$ cat src/shared/sctsr_regs.svh
// constants of the transport status page responder
// assumes inclusion by bare name from design and bench files
`ifndef SCTSR_REGS_SVH
`define SCTSR_REGS_SVH

// ----------------------------------------
// register offsets (byte addresses)
// ----------------------------------------
`define SCTSR_OFS_CTRL    8'h00
`define SCTSR_OFS_CODES   8'h04
`define SCTSR_OFS_EXTSTAT 8'h08
`define SCTSR_OFS_LBA_LO  8'h0c
`define SCTSR_OFS_LBA_HI  8'h10
`define SCTSR_OFS_TEMPS   8'h14
`define SCTSR_OFS_LIFEMAX 8'h18
`define SCTSR_OFS_FLAGS   8'h1c

// ----------------------------------------
// field positions and reset values
// ----------------------------------------
`define SCTSR_CTRL_BUSY_BIT 8
`define SCTSR_FLAG_SEG_BIT  0
`define SCTSR_FLAG_STRM_BIT 1
`define SCTSR_TEMP_INVALID  8'h80
`define SCTSR_DRV_IDLE      8'h00

// ----------------------------------------
// page contents and layout
// ----------------------------------------
`define SCTSR_FMT_VER     16'h0003
`define SCTSR_SPEC_VER    16'h0001
`define SCTSR_BUSY_STATUS 16'hffff
`define SCTSR_PAGE_LAST   9'h1ff
`define SCTSR_B_FMT0      9'h000
`define SCTSR_B_FMT1      9'h001
`define SCTSR_B_IMP0      9'h002
`define SCTSR_B_IMP1      9'h003
`define SCTSR_B_SPEC0     9'h004
`define SCTSR_B_SPEC1     9'h005
`define SCTSR_B_FLAGS     9'h006
`define SCTSR_B_DRIVE     9'h00a
`define SCTSR_B_EXT0      9'h00e
`define SCTSR_B_EXT1      9'h00f
`define SCTSR_B_ACT0      9'h010
`define SCTSR_B_ACT1      9'h011
`define SCTSR_B_FUN0      9'h012
`define SCTSR_B_FUN1      9'h013
`define SCTSR_B_LBA0      9'h028
`define SCTSR_B_LBA7      9'h02f
`define SCTSR_B_TCUR      9'h0c8
`define SCTSR_B_TMIN      9'h0c9
`define SCTSR_B_TMAX      9'h0ca
`define SCTSR_B_TLMIN     9'h0cb
`define SCTSR_B_TLMAX     9'h0cc

// ----------------------------------------
// taskfile codes
// ----------------------------------------
`define SCTSR_CMD_SMART   8'hb0
`define SCTSR_FEAT_SMART  8'hd5
`define SCTSR_SIG_LOW     8'h4f
`define SCTSR_SIG_HIGH    8'hc2
`define SCTSR_CMD_LOGEXT  8'h2f
`define SCTSR_LOG_STATUS  8'he0
`define SCTSR_ONE_SECTOR  8'h01
`define SCTSR_ZERO_BYTE   8'h00

`endif

$ cat src/shared/sctsr_pkg.sv
// types of the transport status page responder
// assumes the constants header sits beside it
package sctsr_pkg;
	// page streamer states
	typedef enum logic {
		SCTSR_IDLE,
		SCTSR_STREAM
	} sctsr_state_t;
endpackage : sctsr_pkg

$ cat src/logic/sctsr_page_byte.sv
// byte selector of the status page, registered output
// assumes fields stay steady for one cycle around each index
`timescale 1ns/1ps
`default_nettype none
`include "sctsr_regs.svh"

module sctsr_page_byte
	import sctsr_pkg::*;
#(
	parameter logic [15:0] IMPL_VERSION = 16'h0001 // arbitrary value
) (
	// clock and reset
	input  wire logic        clock,
	input  wire logic        rst_n,
	// byte position and fields
	input  wire logic [8:0]  index,
	input  wire logic        seg_init,
	input  wire logic [7:0]  drive_state,
	input  wire logic [15:0] ext_status,
	input  wire logic [15:0] action_code,
	input  wire logic [15:0] function_code,
	input  wire logic [63:0] cur_lba,
	input  wire logic [39:0] temps,
	// selected byte
	output var  logic [7:0]  byte_r
);
	logic [7:0] byte_nxt;
	logic [2:0] lba_sel;

	// pick the byte; every unnamed position outside the lba qword reads zero
	always_comb begin
		lba_sel  = index[2:0];
		byte_nxt = 8'h00;
		unique case (index)
			`SCTSR_B_FMT0:  byte_nxt = 8'(`SCTSR_FMT_VER);
			`SCTSR_B_FMT1:  byte_nxt = 8'(`SCTSR_FMT_VER >> 8);
			`SCTSR_B_IMP0:  byte_nxt = IMPL_VERSION[7:0];
			`SCTSR_B_IMP1:  byte_nxt = IMPL_VERSION[15:8];
			`SCTSR_B_SPEC0: byte_nxt = 8'(`SCTSR_SPEC_VER);
			`SCTSR_B_SPEC1: byte_nxt = 8'(`SCTSR_SPEC_VER >> 8);
			`SCTSR_B_FLAGS: byte_nxt = {7'h00, seg_init};
			`SCTSR_B_DRIVE: byte_nxt = drive_state;
			`SCTSR_B_EXT0:  byte_nxt = ext_status[7:0];
			`SCTSR_B_EXT1:  byte_nxt = ext_status[15:8];
			`SCTSR_B_ACT0:  byte_nxt = action_code[7:0];
			`SCTSR_B_ACT1:  byte_nxt = action_code[15:8];
			`SCTSR_B_FUN0:  byte_nxt = function_code[7:0];
			`SCTSR_B_FUN1:  byte_nxt = function_code[15:8];
			`SCTSR_B_TCUR:  byte_nxt = temps[7:0];
			`SCTSR_B_TMIN:  byte_nxt = temps[15:8];
			`SCTSR_B_TMAX:  byte_nxt = temps[23:16];
			`SCTSR_B_TLMIN: byte_nxt = temps[31:24];
			`SCTSR_B_TLMAX: byte_nxt = temps[39:32];
			default: begin
				// lba bytes sit on one aligned qword
				if (index >= `SCTSR_B_LBA0 && index <= `SCTSR_B_LBA7) begin
					byte_nxt = cur_lba[lba_sel*8 +: 8];
				end
			end
		endcase
	end

	// output register
	always_ff @(posedge clock or negedge rst_n) begin
		if (!rst_n) begin
			byte_r <= 8'h00;
		end else begin
			byte_r <= byte_nxt;
		end
	end
endmodule : sctsr_page_byte
`default_nettype wire

$ cat src/logic/sctsr_status_responder.sv
// transport status page responder: taskfile decode, fields, page stream
// assumes taskfile inputs are synchronous and valid with tf_cmd_valid
`timescale 1ns/1ps
`default_nettype none
`include "sctsr_regs.svh"

module sctsr_status_responder
	import sctsr_pkg::*;
#(
	parameter logic [15:0] IMPL_VERSION = 16'h0001 // arbitrary value
) (
	// clock and reset
	input  wire logic        clock,
	input  wire logic        rst_n,
	// register port
	input  wire logic [7:0]  reg_addr,
	input  wire logic [31:0] reg_wdata,
	input  wire logic        reg_wr,
	input  wire logic        reg_rd,
	output var  logic [31:0] reg_rdata,
	// taskfile
	input  wire logic        tf_cmd_valid,
	input  wire logic [7:0]  tf_command,
	input  wire logic [7:0]  tf_feature,
	input  wire logic [7:0]  tf_count,
	input  wire logic [7:0]  tf_count_prev,
	input  wire logic [7:0]  tf_lba_low,
	input  wire logic [7:0]  tf_lba_mid,
	input  wire logic [7:0]  tf_lba_mid_prev,
	input  wire logic [7:0]  tf_lba_high,
	// media events
	input  wire logic        ev_write_all_ok,
	input  wire logic        ev_user_write,
	input  wire logic        ev_capacity_change,
	// nonvolatile flag store
	input  wire logic        nv_seg_init,
	output var  logic        nv_seg_wr,
	output var  logic        nv_seg_data,
	// page stream
	output var  logic        req_taken,
	output var  logic        page_valid,
	output var  logic [8:0]  page_index,
	output var  logic        page_last,
	output var  logic [7:0]  page_byte
);
	// ----------------------------------------
	// software registers
	// ----------------------------------------
	logic [7:0]  drive_state_r, drive_state_nxt;
	logic        sct_busy_r, sct_busy_nxt;
	logic [15:0] action_r, action_nxt;
	logic [15:0] function_r, function_nxt;
	logic [15:0] ext_status_r, ext_status_nxt;
	logic [63:0] lba_r, lba_nxt;
	logic [31:0] temps_r, temps_nxt;
	logic [7:0]  life_max_r, life_max_nxt;
	logic [31:0] rdata_nxt;
	logic [15:0] ext_report;
	logic        seg_init_r, seg_init_nxt;
	logic        nv_loaded_r, nv_loaded_nxt;
	logic        nv_wr_nxt;
	logic        streaming;

	// busy overrides the stored completion status
	assign ext_report = sct_busy_r ? `SCTSR_BUSY_STATUS : ext_status_r;

	// register writes; a status request never touches these
	always_comb begin
		drive_state_nxt = drive_state_r;
		sct_busy_nxt    = sct_busy_r;
		action_nxt      = action_r;
		function_nxt    = function_r;
		ext_status_nxt  = ext_status_r;
		lba_nxt         = lba_r;
		temps_nxt       = temps_r;
		life_max_nxt    = life_max_r;
		if (reg_wr) begin
			unique case (reg_addr)
				`SCTSR_OFS_CTRL: begin
					drive_state_nxt = reg_wdata[7:0];
					sct_busy_nxt    = reg_wdata[`SCTSR_CTRL_BUSY_BIT];
				end
				`SCTSR_OFS_CODES: begin
					action_nxt   = reg_wdata[15:0];
					function_nxt = reg_wdata[31:16];
				end
				`SCTSR_OFS_EXTSTAT: ext_status_nxt = reg_wdata[15:0];
				`SCTSR_OFS_LBA_LO:  lba_nxt[31:0]  = reg_wdata;
				`SCTSR_OFS_LBA_HI:  lba_nxt[63:32] = reg_wdata;
				`SCTSR_OFS_TEMPS:   temps_nxt      = reg_wdata;
				`SCTSR_OFS_LIFEMAX: life_max_nxt   = reg_wdata[7:0];
				default: ;
			endcase
		end
	end

	// register read mux, data valid the cycle after the strobe
	always_comb begin
		rdata_nxt = 32'h0000_0000;
		if (reg_rd) begin
			unique case (reg_addr)
				`SCTSR_OFS_CTRL:    rdata_nxt = {23'h0, sct_busy_r, drive_state_r};
				`SCTSR_OFS_CODES:   rdata_nxt = {function_r, action_r};
				`SCTSR_OFS_EXTSTAT: rdata_nxt = {16'h0, ext_report};
				`SCTSR_OFS_LBA_LO:  rdata_nxt = lba_r[31:0];
				`SCTSR_OFS_LBA_HI:  rdata_nxt = lba_r[63:32];
				`SCTSR_OFS_TEMPS:   rdata_nxt = temps_r;
				`SCTSR_OFS_LIFEMAX: rdata_nxt = {24'h0, life_max_r};
				`SCTSR_OFS_FLAGS:   rdata_nxt = {30'h0, streaming, seg_init_r};
				default: rdata_nxt = 32'h0000_0000;
			endcase
		end
	end

	// register file storage; temperatures start invalid
	always_ff @(posedge clock or negedge rst_n) begin
		if (!rst_n) begin
			drive_state_r <= `SCTSR_DRV_IDLE;
			sct_busy_r    <= 1'b0;
			action_r      <= 16'h0000;
			function_r    <= 16'h0000;
			ext_status_r  <= 16'h0000;
			lba_r         <= 64'h0;
			temps_r       <= {4{`SCTSR_TEMP_INVALID}};
			life_max_r    <= `SCTSR_TEMP_INVALID;
			reg_rdata     <= 32'h0000_0000;
		end else begin
			drive_state_r <= drive_state_nxt;
			sct_busy_r    <= sct_busy_nxt;
			action_r      <= action_nxt;
			function_r    <= function_nxt;
			ext_status_r  <= ext_status_nxt;
			lba_r         <= lba_nxt;
			temps_r       <= temps_nxt;
			life_max_r    <= life_max_nxt;
			reg_rdata     <= rdata_nxt;
		end
	end

	// ----------------------------------------
	// segment initialised flag
	// ----------------------------------------
	// stored copy is fetched in the first cycle after reset release, since
	// an async reset may only load a constant
	always_comb begin
		nv_loaded_nxt = 1'b1;
		seg_init_nxt  = nv_loaded_r ? seg_init_r : nv_seg_init;
		if (ev_user_write || ev_capacity_change) begin
			seg_init_nxt = 1'b0;
		end
		// the full write-all itself writes lbas, so its completion wins
		if (ev_write_all_ok) begin
			seg_init_nxt = 1'b1;
		end
		nv_wr_nxt = nv_loaded_r && (seg_init_nxt != seg_init_r);
	end

	always_ff @(posedge clock or negedge rst_n) begin
		if (!rst_n) begin
			nv_loaded_r <= 1'b0;
			seg_init_r  <= 1'b0;
			nv_seg_wr   <= 1'b0;
			nv_seg_data <= 1'b0;
		end else begin
			nv_loaded_r <= nv_loaded_nxt;
			seg_init_r  <= seg_init_nxt;
			nv_seg_wr   <= nv_wr_nxt;
			nv_seg_data <= seg_init_nxt;
		end
	end

	// ----------------------------------------
	// request decode and page stream
	// ----------------------------------------
	sctsr_state_t state_r, state_nxt;
	logic [8:0]   cnt_r, cnt_nxt;
	logic         smart_hit, logext_hit, start;
	logic         taken_nxt;

	// both command forms select log e0
	assign smart_hit  = tf_command == `SCTSR_CMD_SMART && tf_feature == `SCTSR_FEAT_SMART
		&& tf_count == `SCTSR_ONE_SECTOR && tf_lba_low == `SCTSR_LOG_STATUS
		&& tf_lba_mid == `SCTSR_SIG_LOW && tf_lba_high == `SCTSR_SIG_HIGH;
	assign logext_hit = tf_command == `SCTSR_CMD_LOGEXT && tf_count == `SCTSR_ONE_SECTOR
		&& tf_count_prev == `SCTSR_ZERO_BYTE && tf_lba_low == `SCTSR_LOG_STATUS
		&& tf_lba_mid == `SCTSR_ZERO_BYTE
		&& tf_lba_mid_prev == `SCTSR_ZERO_BYTE;
	assign streaming  = state_r == SCTSR_STREAM;
	// a request during a running page is dropped, not queued
	assign start      = tf_cmd_valid && (smart_hit || logext_hit) && !streaming;

	always_comb begin
		state_nxt = state_r;
		cnt_nxt   = cnt_r;
		taken_nxt = start;
		unique case (state_r)
			SCTSR_IDLE: begin
				if (start) begin
					state_nxt = SCTSR_STREAM;
					cnt_nxt   = 9'h000;
				end
			end
			SCTSR_STREAM: begin
				cnt_nxt = cnt_r + 9'h001;
				if (cnt_r == `SCTSR_PAGE_LAST) begin
					state_nxt = SCTSR_IDLE;
				end
			end
		endcase
	end

	// stream flags lag the counter by one to meet the registered byte
	always_ff @(posedge clock or negedge rst_n) begin
		if (!rst_n) begin
			state_r    <= SCTSR_IDLE;
			cnt_r      <= 9'h000;
			req_taken  <= 1'b0;
			page_valid <= 1'b0;
			page_index <= 9'h000;
			page_last  <= 1'b0;
		end else begin
			state_r    <= state_nxt;
			cnt_r      <= cnt_nxt;
			req_taken  <= taken_nxt;
			page_valid <= streaming;
			page_index <= cnt_r;
			page_last  <= streaming && cnt_r == `SCTSR_PAGE_LAST;
		end
	end

	// fields are live, so a byte reflects the value one cycle before it
	sctsr_page_byte #(
		.IMPL_VERSION (IMPL_VERSION)
	) u_byte (
		.clock         (clock),
		.rst_n         (rst_n),
		.index         (cnt_r),
		.seg_init      (seg_init_r),
		.drive_state   (drive_state_r),
		.ext_status    (ext_report),
		.action_code   (action_r),
		.function_code (function_r),
		.cur_lba       (lba_r),
		.temps         ({life_max_r, temps_r}),
		.byte_r        (page_byte)
	);
endmodule : sctsr_status_responder
`default_nettype wire

$ cat config.mk
export PLATFORM = sky130hd
export DESIGN_NAME = sctsr_status_responder
export DESIGN_NICKNAME = d
export VERILOG_FILES = /design/src/shared/sctsr_pkg.sv /design/src/logic/sctsr_page_byte.sv /design/src/logic/sctsr_status_responder.sv
export VERILOG_INCLUDE_DIRS = /design/src /design/src/shared
export SDC_FILE = /design/constraint.sdc
export NUM_CORES = 1
export LEC_CHECK = 0
export ABC_AREA = 1
export CORE_MARGIN = 2
export CORE_UTILIZATION = 55
export DETAILED_ROUTE_END_ITERATION = 16
export DONT_BUFFER_PORTS = 1
export PLACE_DENSITY = 0.66
export REMOVE_ABC_BUFFERS = 1
export SKIP_CTS_REPAIR_TIMING = 1
export SYNTH_ARGS = -nofsm -noshare
export SYNTH_HDL_FRONTEND = slang
export SYNTH_SLANG_ARGS = --single-unit
export TNS_END_PERCENT = 30
$ cat constraint.sdc
create_clock -name clock -period 6.1 [get_ports clock]
set_clock_uncertainty 0.1 [all_clocks]
set_input_delay 0 -clock clock [delete_from_list [all_inputs] [get_ports clock]]
set_output_delay 0 -clock clock [all_outputs]
set_load 0.005 [all_outputs]
==> flow_metrics.env, run 1 <==
export IMPL_outcome="complete, but fails checks"
export IMPL_violations="hold timing"
export IMPL_cpPeakStageDelay_ns=0.62
export IMPL_syn_to_final_growth_pct=14.0
export IMPL_fin_util=0.639
export IMPL_io_buffers=0
export IMPL_post_route_drc_count=0
export IMPL_vias=10468
export IMPL_use_met1=0.453
export IMPL_hold_viol=9
export IMPL_path_buf_inv=4
export IMPL_met2_usage=0.558
export IMPL_rows=52
export IMPL_synthesis_area_sq_um=11300
export IMPL_detail_route_iter0_violations=957
export IMPL_syn_avg_cell_area_sq_um=7.45
export IMPL_cp_top_family="buffers and inverters"
export IMPL_place_ws_ns=3.05
export IMPL_min_path_type="input port to flip-flop"
export IMPL_slew_violations=0
export IMPL_antenna_found_initial=0
export IMPL_crit_cells=11
export IMPL_cts_tree="done"
export IMPL_slew_limit_headroom=0.131
export IMPL_setup_slack_ns=2.97
export IMPL_worstSetupStartpointType="flip-flop"
export IMPL_hpwl_microns=24800
export IMPL_grt_total_usage=0.337
export IMPL_holdPathStages=5
export IMPL_hold_ws_ns=-0.0505
export IMPL_ys_seq_elements=226
export IMPL_core_sq_um=20200
export IMPL_ant_nets=0
export IMPL_grt_pass1_vias=9919
export IMPL_grt_setup_unrepaired="no"
export IMPL_reg2reg_depth=11
export IMPL_synthCells=1521
export IMPL_die_y_microns=148
export IMPL_drv_cap=0
export IMPL_period_share=0.512
export IMPL_num_fill_cells=1807
export IMPL_grt_max_degree=227
export IMPL_final_nets=1671
export IMPL_use_met3=0.0398
export IMPL_crit_arrival_ns=3.49
export IMPL_cts_buffer_depth=3
export IMPL_setup_viol=0
export IMPL_wl_per_cell_microns=20.0
export IMPL_final_setup_tns_ns=0
export IMPL_cts_made_buffers=25
export IMPL_leakage_uw=0.00623
export IMPL_busiest_layer="met2"
export IMPL_tightest_slew_ns=1.30
export IMPL_gr_total_overflow=0
export IMPL_dr_pass1_iters=5
export IMPL_routed_wl_microns=36900
export IMPL_path_class="flip-flop to flip-flop"
export IMPL_clock_sinks=226
export IMPL_timing_final_crit_period_ns=3.13
export IMPL_htreeDepth=1
export IMPL_end_kind="flip-flop"
export IMPL_grt_pass1_wl_microns=56200
export IMPL_place_congestion=0.958
export IMPL_die_area_sq_um=21800
export IMPL_crit_fanout=33
export IMPL_drive_gt1_frac=0.0636
export IMPL_die_w_microns=148
export IMPL_required_ns=6.46
export IMPL_p_per_area_nw_per_um2=259
export IMPL_synth_cell_types=36
export IMPL_peakVddDrop_mv=0.227
export IMPL_diodes=0
export IMPL_io_pins=167
export IMPL_yosysSeqAreaShare=0.500
export IMPL_routed_via_density=5.68
export IMPL_total_power_uw=3340
export IMPL_start_util=0.560
export IMPL_worst_path_max_delay_cell="nor3b_2"
export IMPL_worstSkewPairLatency_ns=0.53
export IMPL_path_cells="buf_4 -> inv_1 -> buf_4 -> ha_1 -> inv_1 -> nor2_1 -> nor3b_2 -> nand2_1 -> nand2_1 -> nor2_1 -> nand4_1"
export IMPL_cts_root_buf="clkbuf_16"
export IMPL_max_clock_freq_ghz=0.320
export IMPL_clkSlewWorstSetupHoldPaths_ns=0.06
export IMPL_ys_warn_count=0
==> per-stage QoR <==
step | hold WS [ns] | instance area [sq um] | instances
after floorplan | -0.396 | 11000 | 1454
after global placement | -0.391 | 11500 | 1740
after detailed placement | -0.391 | 11500 | 1740
after CTS | -0.943 | 12300 | 1786
after global routing | 0.0126 | 12900 | 1842
final | -0.0505 | 12900 | 1842
==> worst paths after layout <==
path	slack, ns	startpoint	end
max reg2reg	2.97	cnt_r[0]$_DFFE_PN0P_	u_byte.byte_r[6]$_DFF_PN0_
max	2.97	cnt_r[0]$_DFFE_PN0P_	u_byte.byte_r[6]$_DFF_PN0_
max in group asynchronous	4.77	rst_n	temps_r[6]$_DFFE_PN0P_
min in group asynchronous	0.05	rst_n	cnt_r[5]$_DFFE_PN0P_
min reg2reg	0.33	cnt_r[6]$_DFFE_PN0P_	page_index[6]$_DFF_PN0_
min	-0.05	tf_lba_low[1]	state_r$_DFF_PN0_
==> synthesized netlist by cell type, drive strengths merged <==
library cell | count | area, sq um
a21oi | 21 | 105
and2 | 1 | 6.26
and3 | 1 | 6.26
buf | 34 | 169
clkbuf | 33 | 124
clkinv | 2 | 8.75
conb | 1 | 3.75
dfrtp | 221 | 5530
dfstp | 5 | 131
ha | 5 | 62.6
inv | 160 | 601
nand2 | 414 | 1580
nand3 | 151 | 756
nand4 | 9 | 56.3
nor2 | 181 | 694
nor3 | 8 | 61.3
nor3b | 2 | 20.0
o211ai | 5 | 37.5
o21a | 5 | 37.5
o21ai | 239 | 1200
o21bai | 1 | 7.51
o22ai | 6 | 37.5
or2 | 15 | 93.8
xor2 | 1 | 8.76
==> worst register-to-register path: stages (launching register included) <==
cell and delay, ns:
dfrtp_1 0.36, buf_4 0.26, inv_1 0.58, buf_4 0.34, ha_1 0.24, inv_1 0.05
nor2_1 0.19, nor3b_2 0.62, nand2_1 0.13, nand2_1 0.09, nor2_1 0.04, nand4_1 0.06
==> cells by family after synthesis <==
family	after synthesis	share of synthesized area
and+or+nand+nor	782	0.289
AOI/OAI and AO/OA	277	0.125
buffers and inverters	229	0.0796
DFF	226	0.500
adders and majority gates	5	0.00552
xor gates and xnor gates	1	0.000773
other	1	0.000331
==> registers in the layout, summed over array words and instances, names as in the netlist <==
signal         count
reg_rdata         32
cnt_r              9
nv_seg_wr          1
page_index         9
u_byte.byte_r      8
nv_loaded_r        1
life_max_r         8
ext_status_r      16
sct_busy_r         1
state_r            1
seg_init_r         1
lba_r             64
action_r          16
page_valid         1
temps_r           32
function_r        16
req_taken          1
drive_state_r      8
page_last          1
==> area by class of cell <==
cell class	instances	area [sq um]	area share
clock inverters	9	105	0.00813
inverters	162	609	0.0472
repair buffers	72	698	0.0540
well taps	270	338	0.0261
clock buffers	37	741	0.0573
flip-flops and latches	226	5660	0.438
multi-input cells	1066	4770	0.369
==> layer usage <==
layer	routed length, microns	part of all wire
met1	15300	0.41
met2	17700	0.48
met3	2170	0.059
met4	1740	0.047
met5	0	0
==> report_power, final <==
part | switching [uW] | total (uW) | internal, uW
Sequential | 50.2 | 1610 | 1550
Clock | 617 | 1540 | 925
Combinational | 124 | 193 | 69.0
Total | 791 | 3340 | 2550
==> cells in the final DEF (no fill, tap or decap), drive strengths merged, types with 8 or more instances in the layout <==
cell / n
dlygate4sd3: 55
dfrtp: 221
inv: 161
a21oi: 21
buf: 17
nor2: 181
nand3: 151
clkbuf: 37
nor3: 8
nand4: 9
nand2: 414
or2: 15
o21ai: 239
No activity file was read; power rests on OpenSTA's default activity.
==> run 2: changes to the inputs <==
- ABC_AREA: 1 -> 0
- clock period: 6.1 -> 3 ns (I/O delays scaled with it)
==> flow_metrics.env, run 2 <==
export IMPL_outcome="complete, but fails checks"
export IMPL_violations="hold timing"
export IMPL_io_buffers=0
export IMPL_synth_enable_flop_cells=0
export IMPL_synth_simple_area_share=0.0783
export IMPL_hold_ws_ns=-0.925
export IMPL_hpwl_microns=19800
export IMPL_die_area_sq_um=20400
export IMPL_gr_total_overflow=0
export IMPL_yosysSeqAreaShare=0.535
export IMPL_yosysMostFrequentCell="dfrtp_1"
export IMPL_synth_top_area_share=0.523
export IMPL_place_ws_ns=0.481
export IMPL_worstSkewPairLatency_ns=0.53
export IMPL_drv_cap=0
export IMPL_place_area_sq_um=10900
export IMPL_crit_arrival_ns=2.95
export IMPL_place_congestion=0.908
export IMPL_setup_slack_ns=0.386
export IMPL_slew_violations=0
export IMPL_syn_to_final_growth_pct=16.6
export IMPL_worstSetupStartpointType="flip-flop"
export IMPL_clkSlewWorstSetupHoldPaths_ns=0.06
export IMPL_synth_mux_area_frac=0.219
export IMPL_crit_fanout=12
export IMPL_antenna_found_initial=1
export IMPL_synthTopCellsByCount="221 x dfrtp_1, 135 x mux2_2, 50 x a22oi_1"
export IMPL_final_common_cell="dfrtp_1"
export IMPL_die_y_microns=143
export IMPL_final_nets=1018
export IMPL_hold_viol=226
export IMPL_min_path_type="input port to asynchronous set/reset pin"
export IMPL_leakage_uw=0.00558
export IMPL_synthCells=843
export IMPL_synthesis_area_sq_um=10600
export IMPL_routed_wl_microns=31600
export IMPL_p_per_area_nw_per_um2=543
export IMPL_synth_adder_area_share=0.00592
export IMPL_design_area_sq_um=12300
export IMPL_clock_sinks=226
export IMPL_cts_made_buffers=25
export IMPL_setup_viol=0
export IMPL_path_class="flip-flop to flip-flop"
export IMPL_num_fill_cells=1405
export IMPL_wl_per_cell_microns=27.4
export IMPL_cts_tree="done"
export IMPL_fin_cells=1153
export IMPL_synth_flop_cell="dfrtp_1"
export IMPL_largest_register="lba_r"
export IMPL_required_ns=3.34
export IMPL_grt_max_degree=227
export IMPL_layout_common_cells="221 x dfrtp_1, 135 x mux2_2, 60 x dlygate4sd3_1, 50 x a22oi_1, 46 x a21oi_1"
export IMPL_ys_warn_count=0
export IMPL_core_sq_um=18800
export IMPL_drive_gt1_frac=0.256
export IMPL_end_kind="flip-flop"
export IMPL_htreeDepth=1
export IMPL_start_util=0.564
export IMPL_vias=8031
export IMPL_critPathLaunch="cnt_r[1]$_DFFE_PN0P_"
export IMPL_ys_seq_elements=226
export IMPL_reg_top3="lba_r x64, reg_rdata x32, temps_r x32"
export IMPL_tightest_slew_ns=0.944
export IMPL_ys_async_sr_fraction=1.00
export IMPL_grt_pass1_wl_microns=46400
export IMPL_period_share=0.871
export IMPL_dr_pass1_iters=8
export IMPL_yosysTopAreaCell="dfrtp_1"
export IMPL_r2r_start="cnt_r[1]$_DFFE_PN0P_"
export IMPL_rows=50
export IMPL_grt_pass1_vias=8110
export IMPL_io_pins=167
export IMPL_detail_route_iter0_violations=773
export IMPL_grt_total_usage=0.301
export IMPL_ant_nets=0
export IMPL_synth_cell_types=62
export IMPL_synth_xor_xnor_area_share=0.00166
export IMPL_post_route_drc_count=0
export IMPL_slew_limit_headroom=0.370
export IMPL_cts_root_buf="clkbuf_16"
export IMPL_cts_buffer_depth=3
export IMPL_placed_cells=1047
export IMPL_grt_setup_unrepaired="no"
export IMPL_synth_compound_area_frac=0.136
export IMPL_max_clock_freq_ghz=0.383
export IMPL_largest_reg_flops=64
export IMPL_syn_avg_cell_area_sq_um=12.5
export IMPL_reg2reg_depth=8
export IMPL_die_w_microns=143
export IMPL_timing_final_crit_period_ns=2.61
export IMPL_total_power_uw=6690
export IMPL_synthTopCellsByArea="dfrtp_1 52%, mux2_2 14%, a22oi_1 3.5%, mux2_1 3.5%, mux4_2 3.4%"
export IMPL_peakVddDrop_mv=0.409
export IMPL_routed_via_density=6.97
export IMPL_synth_top_family_by_area="multiplexers"
## run 2: cell count changes in the layout (fill, tap and decap cells not counted), moves of 50 or more
cell	previous run	this run
mux2_2	0	135
nor2_1	177	44
o21ai_1	77	0
inv_1	154	4
o21ai_0	162	19
nand3_1	151	9
nand2_1	407	29
a22oi_1	0	50
## run 2: path summary, 6_finish.rpt
check	slack [ns]	endpoint
max in group asynchronous	3.38	temps_r[9]$_DFFE_PN0P_
min in group clock	0.03	reg_rdata[0]$_DFF_PN0_
hold reg to reg	0.37	page_index[3]$_DFF_PN0_
setup reg to reg	0.39	u_byte.byte_r[3]$_DFF_PN0_
setup / recovery	0.39	u_byte.byte_r[3]$_DFF_PN0_
hold / removal	-0.92	reg_rdata[16]$_DFF_PN0_
## run 2: cells by family (layout without fill, tap and decap cells)
logic type                 after synthesis  after routing
adders and majority gates                5              5
buffers and inverters                   65            140
AOI/OAI and AO/OA                      201            201
and+or+nand+nor                        153            153
other                                    1              2
xor gates and xnor gates                 2              2
DFF                                    226            226
muxes                                  190            190
## run 2: cell type report
cell class | count | area [sq um] | share of cell area
antenna | 1 | 2.50 | 0.000203
timing repair buffer | 91 | 846 | 0.0686
sequential | 226 | 5660 | 0.459
clock buffer | 35 | 683 | 0.0554
inverter | 4 | 15.0 | 0.00122
multi-input combinational | 552 | 4670 | 0.379
tap | 234 | 293 | 0.0237
clock inverter | 10 | 164 | 0.0133
## run 2: power breakdown
group / internal [uW] / total (uW) / switching, uW
clock network: 1940 / 3170 / 1230
registers: 3160 / 3260 / 99.7
logic: 162 / 263 / 100
## run 2: metrics by stage
step	utilization	setup TNS (ns)
after global placement	0.580	0
final	0.657	0
after global routing	0.657	0
after detailed placement	0.580	0
after CTS	0.625	0
after floorplan	-	-73.59
## run 2: routing by layer
layer / track usage / share of wire
met1: 0.379 / 0.39
met2: 0.509 / 0.49
met3: 0.0637 / 0.082
met4: 0.124 / 0.040
met5: 0.00251 / 0
## run 2: worst max-delay path, cell delays in order, from the launching register on
cell	delay [ns]
dfrtp_1	0.41
buf_4	0.26
ha_1	0.58
buf_4	0.27
nand2_1	0.18
a211oi_1	0.30
o21a_1	0.17
a211oi_1	0.06
mux2i_1	0.19
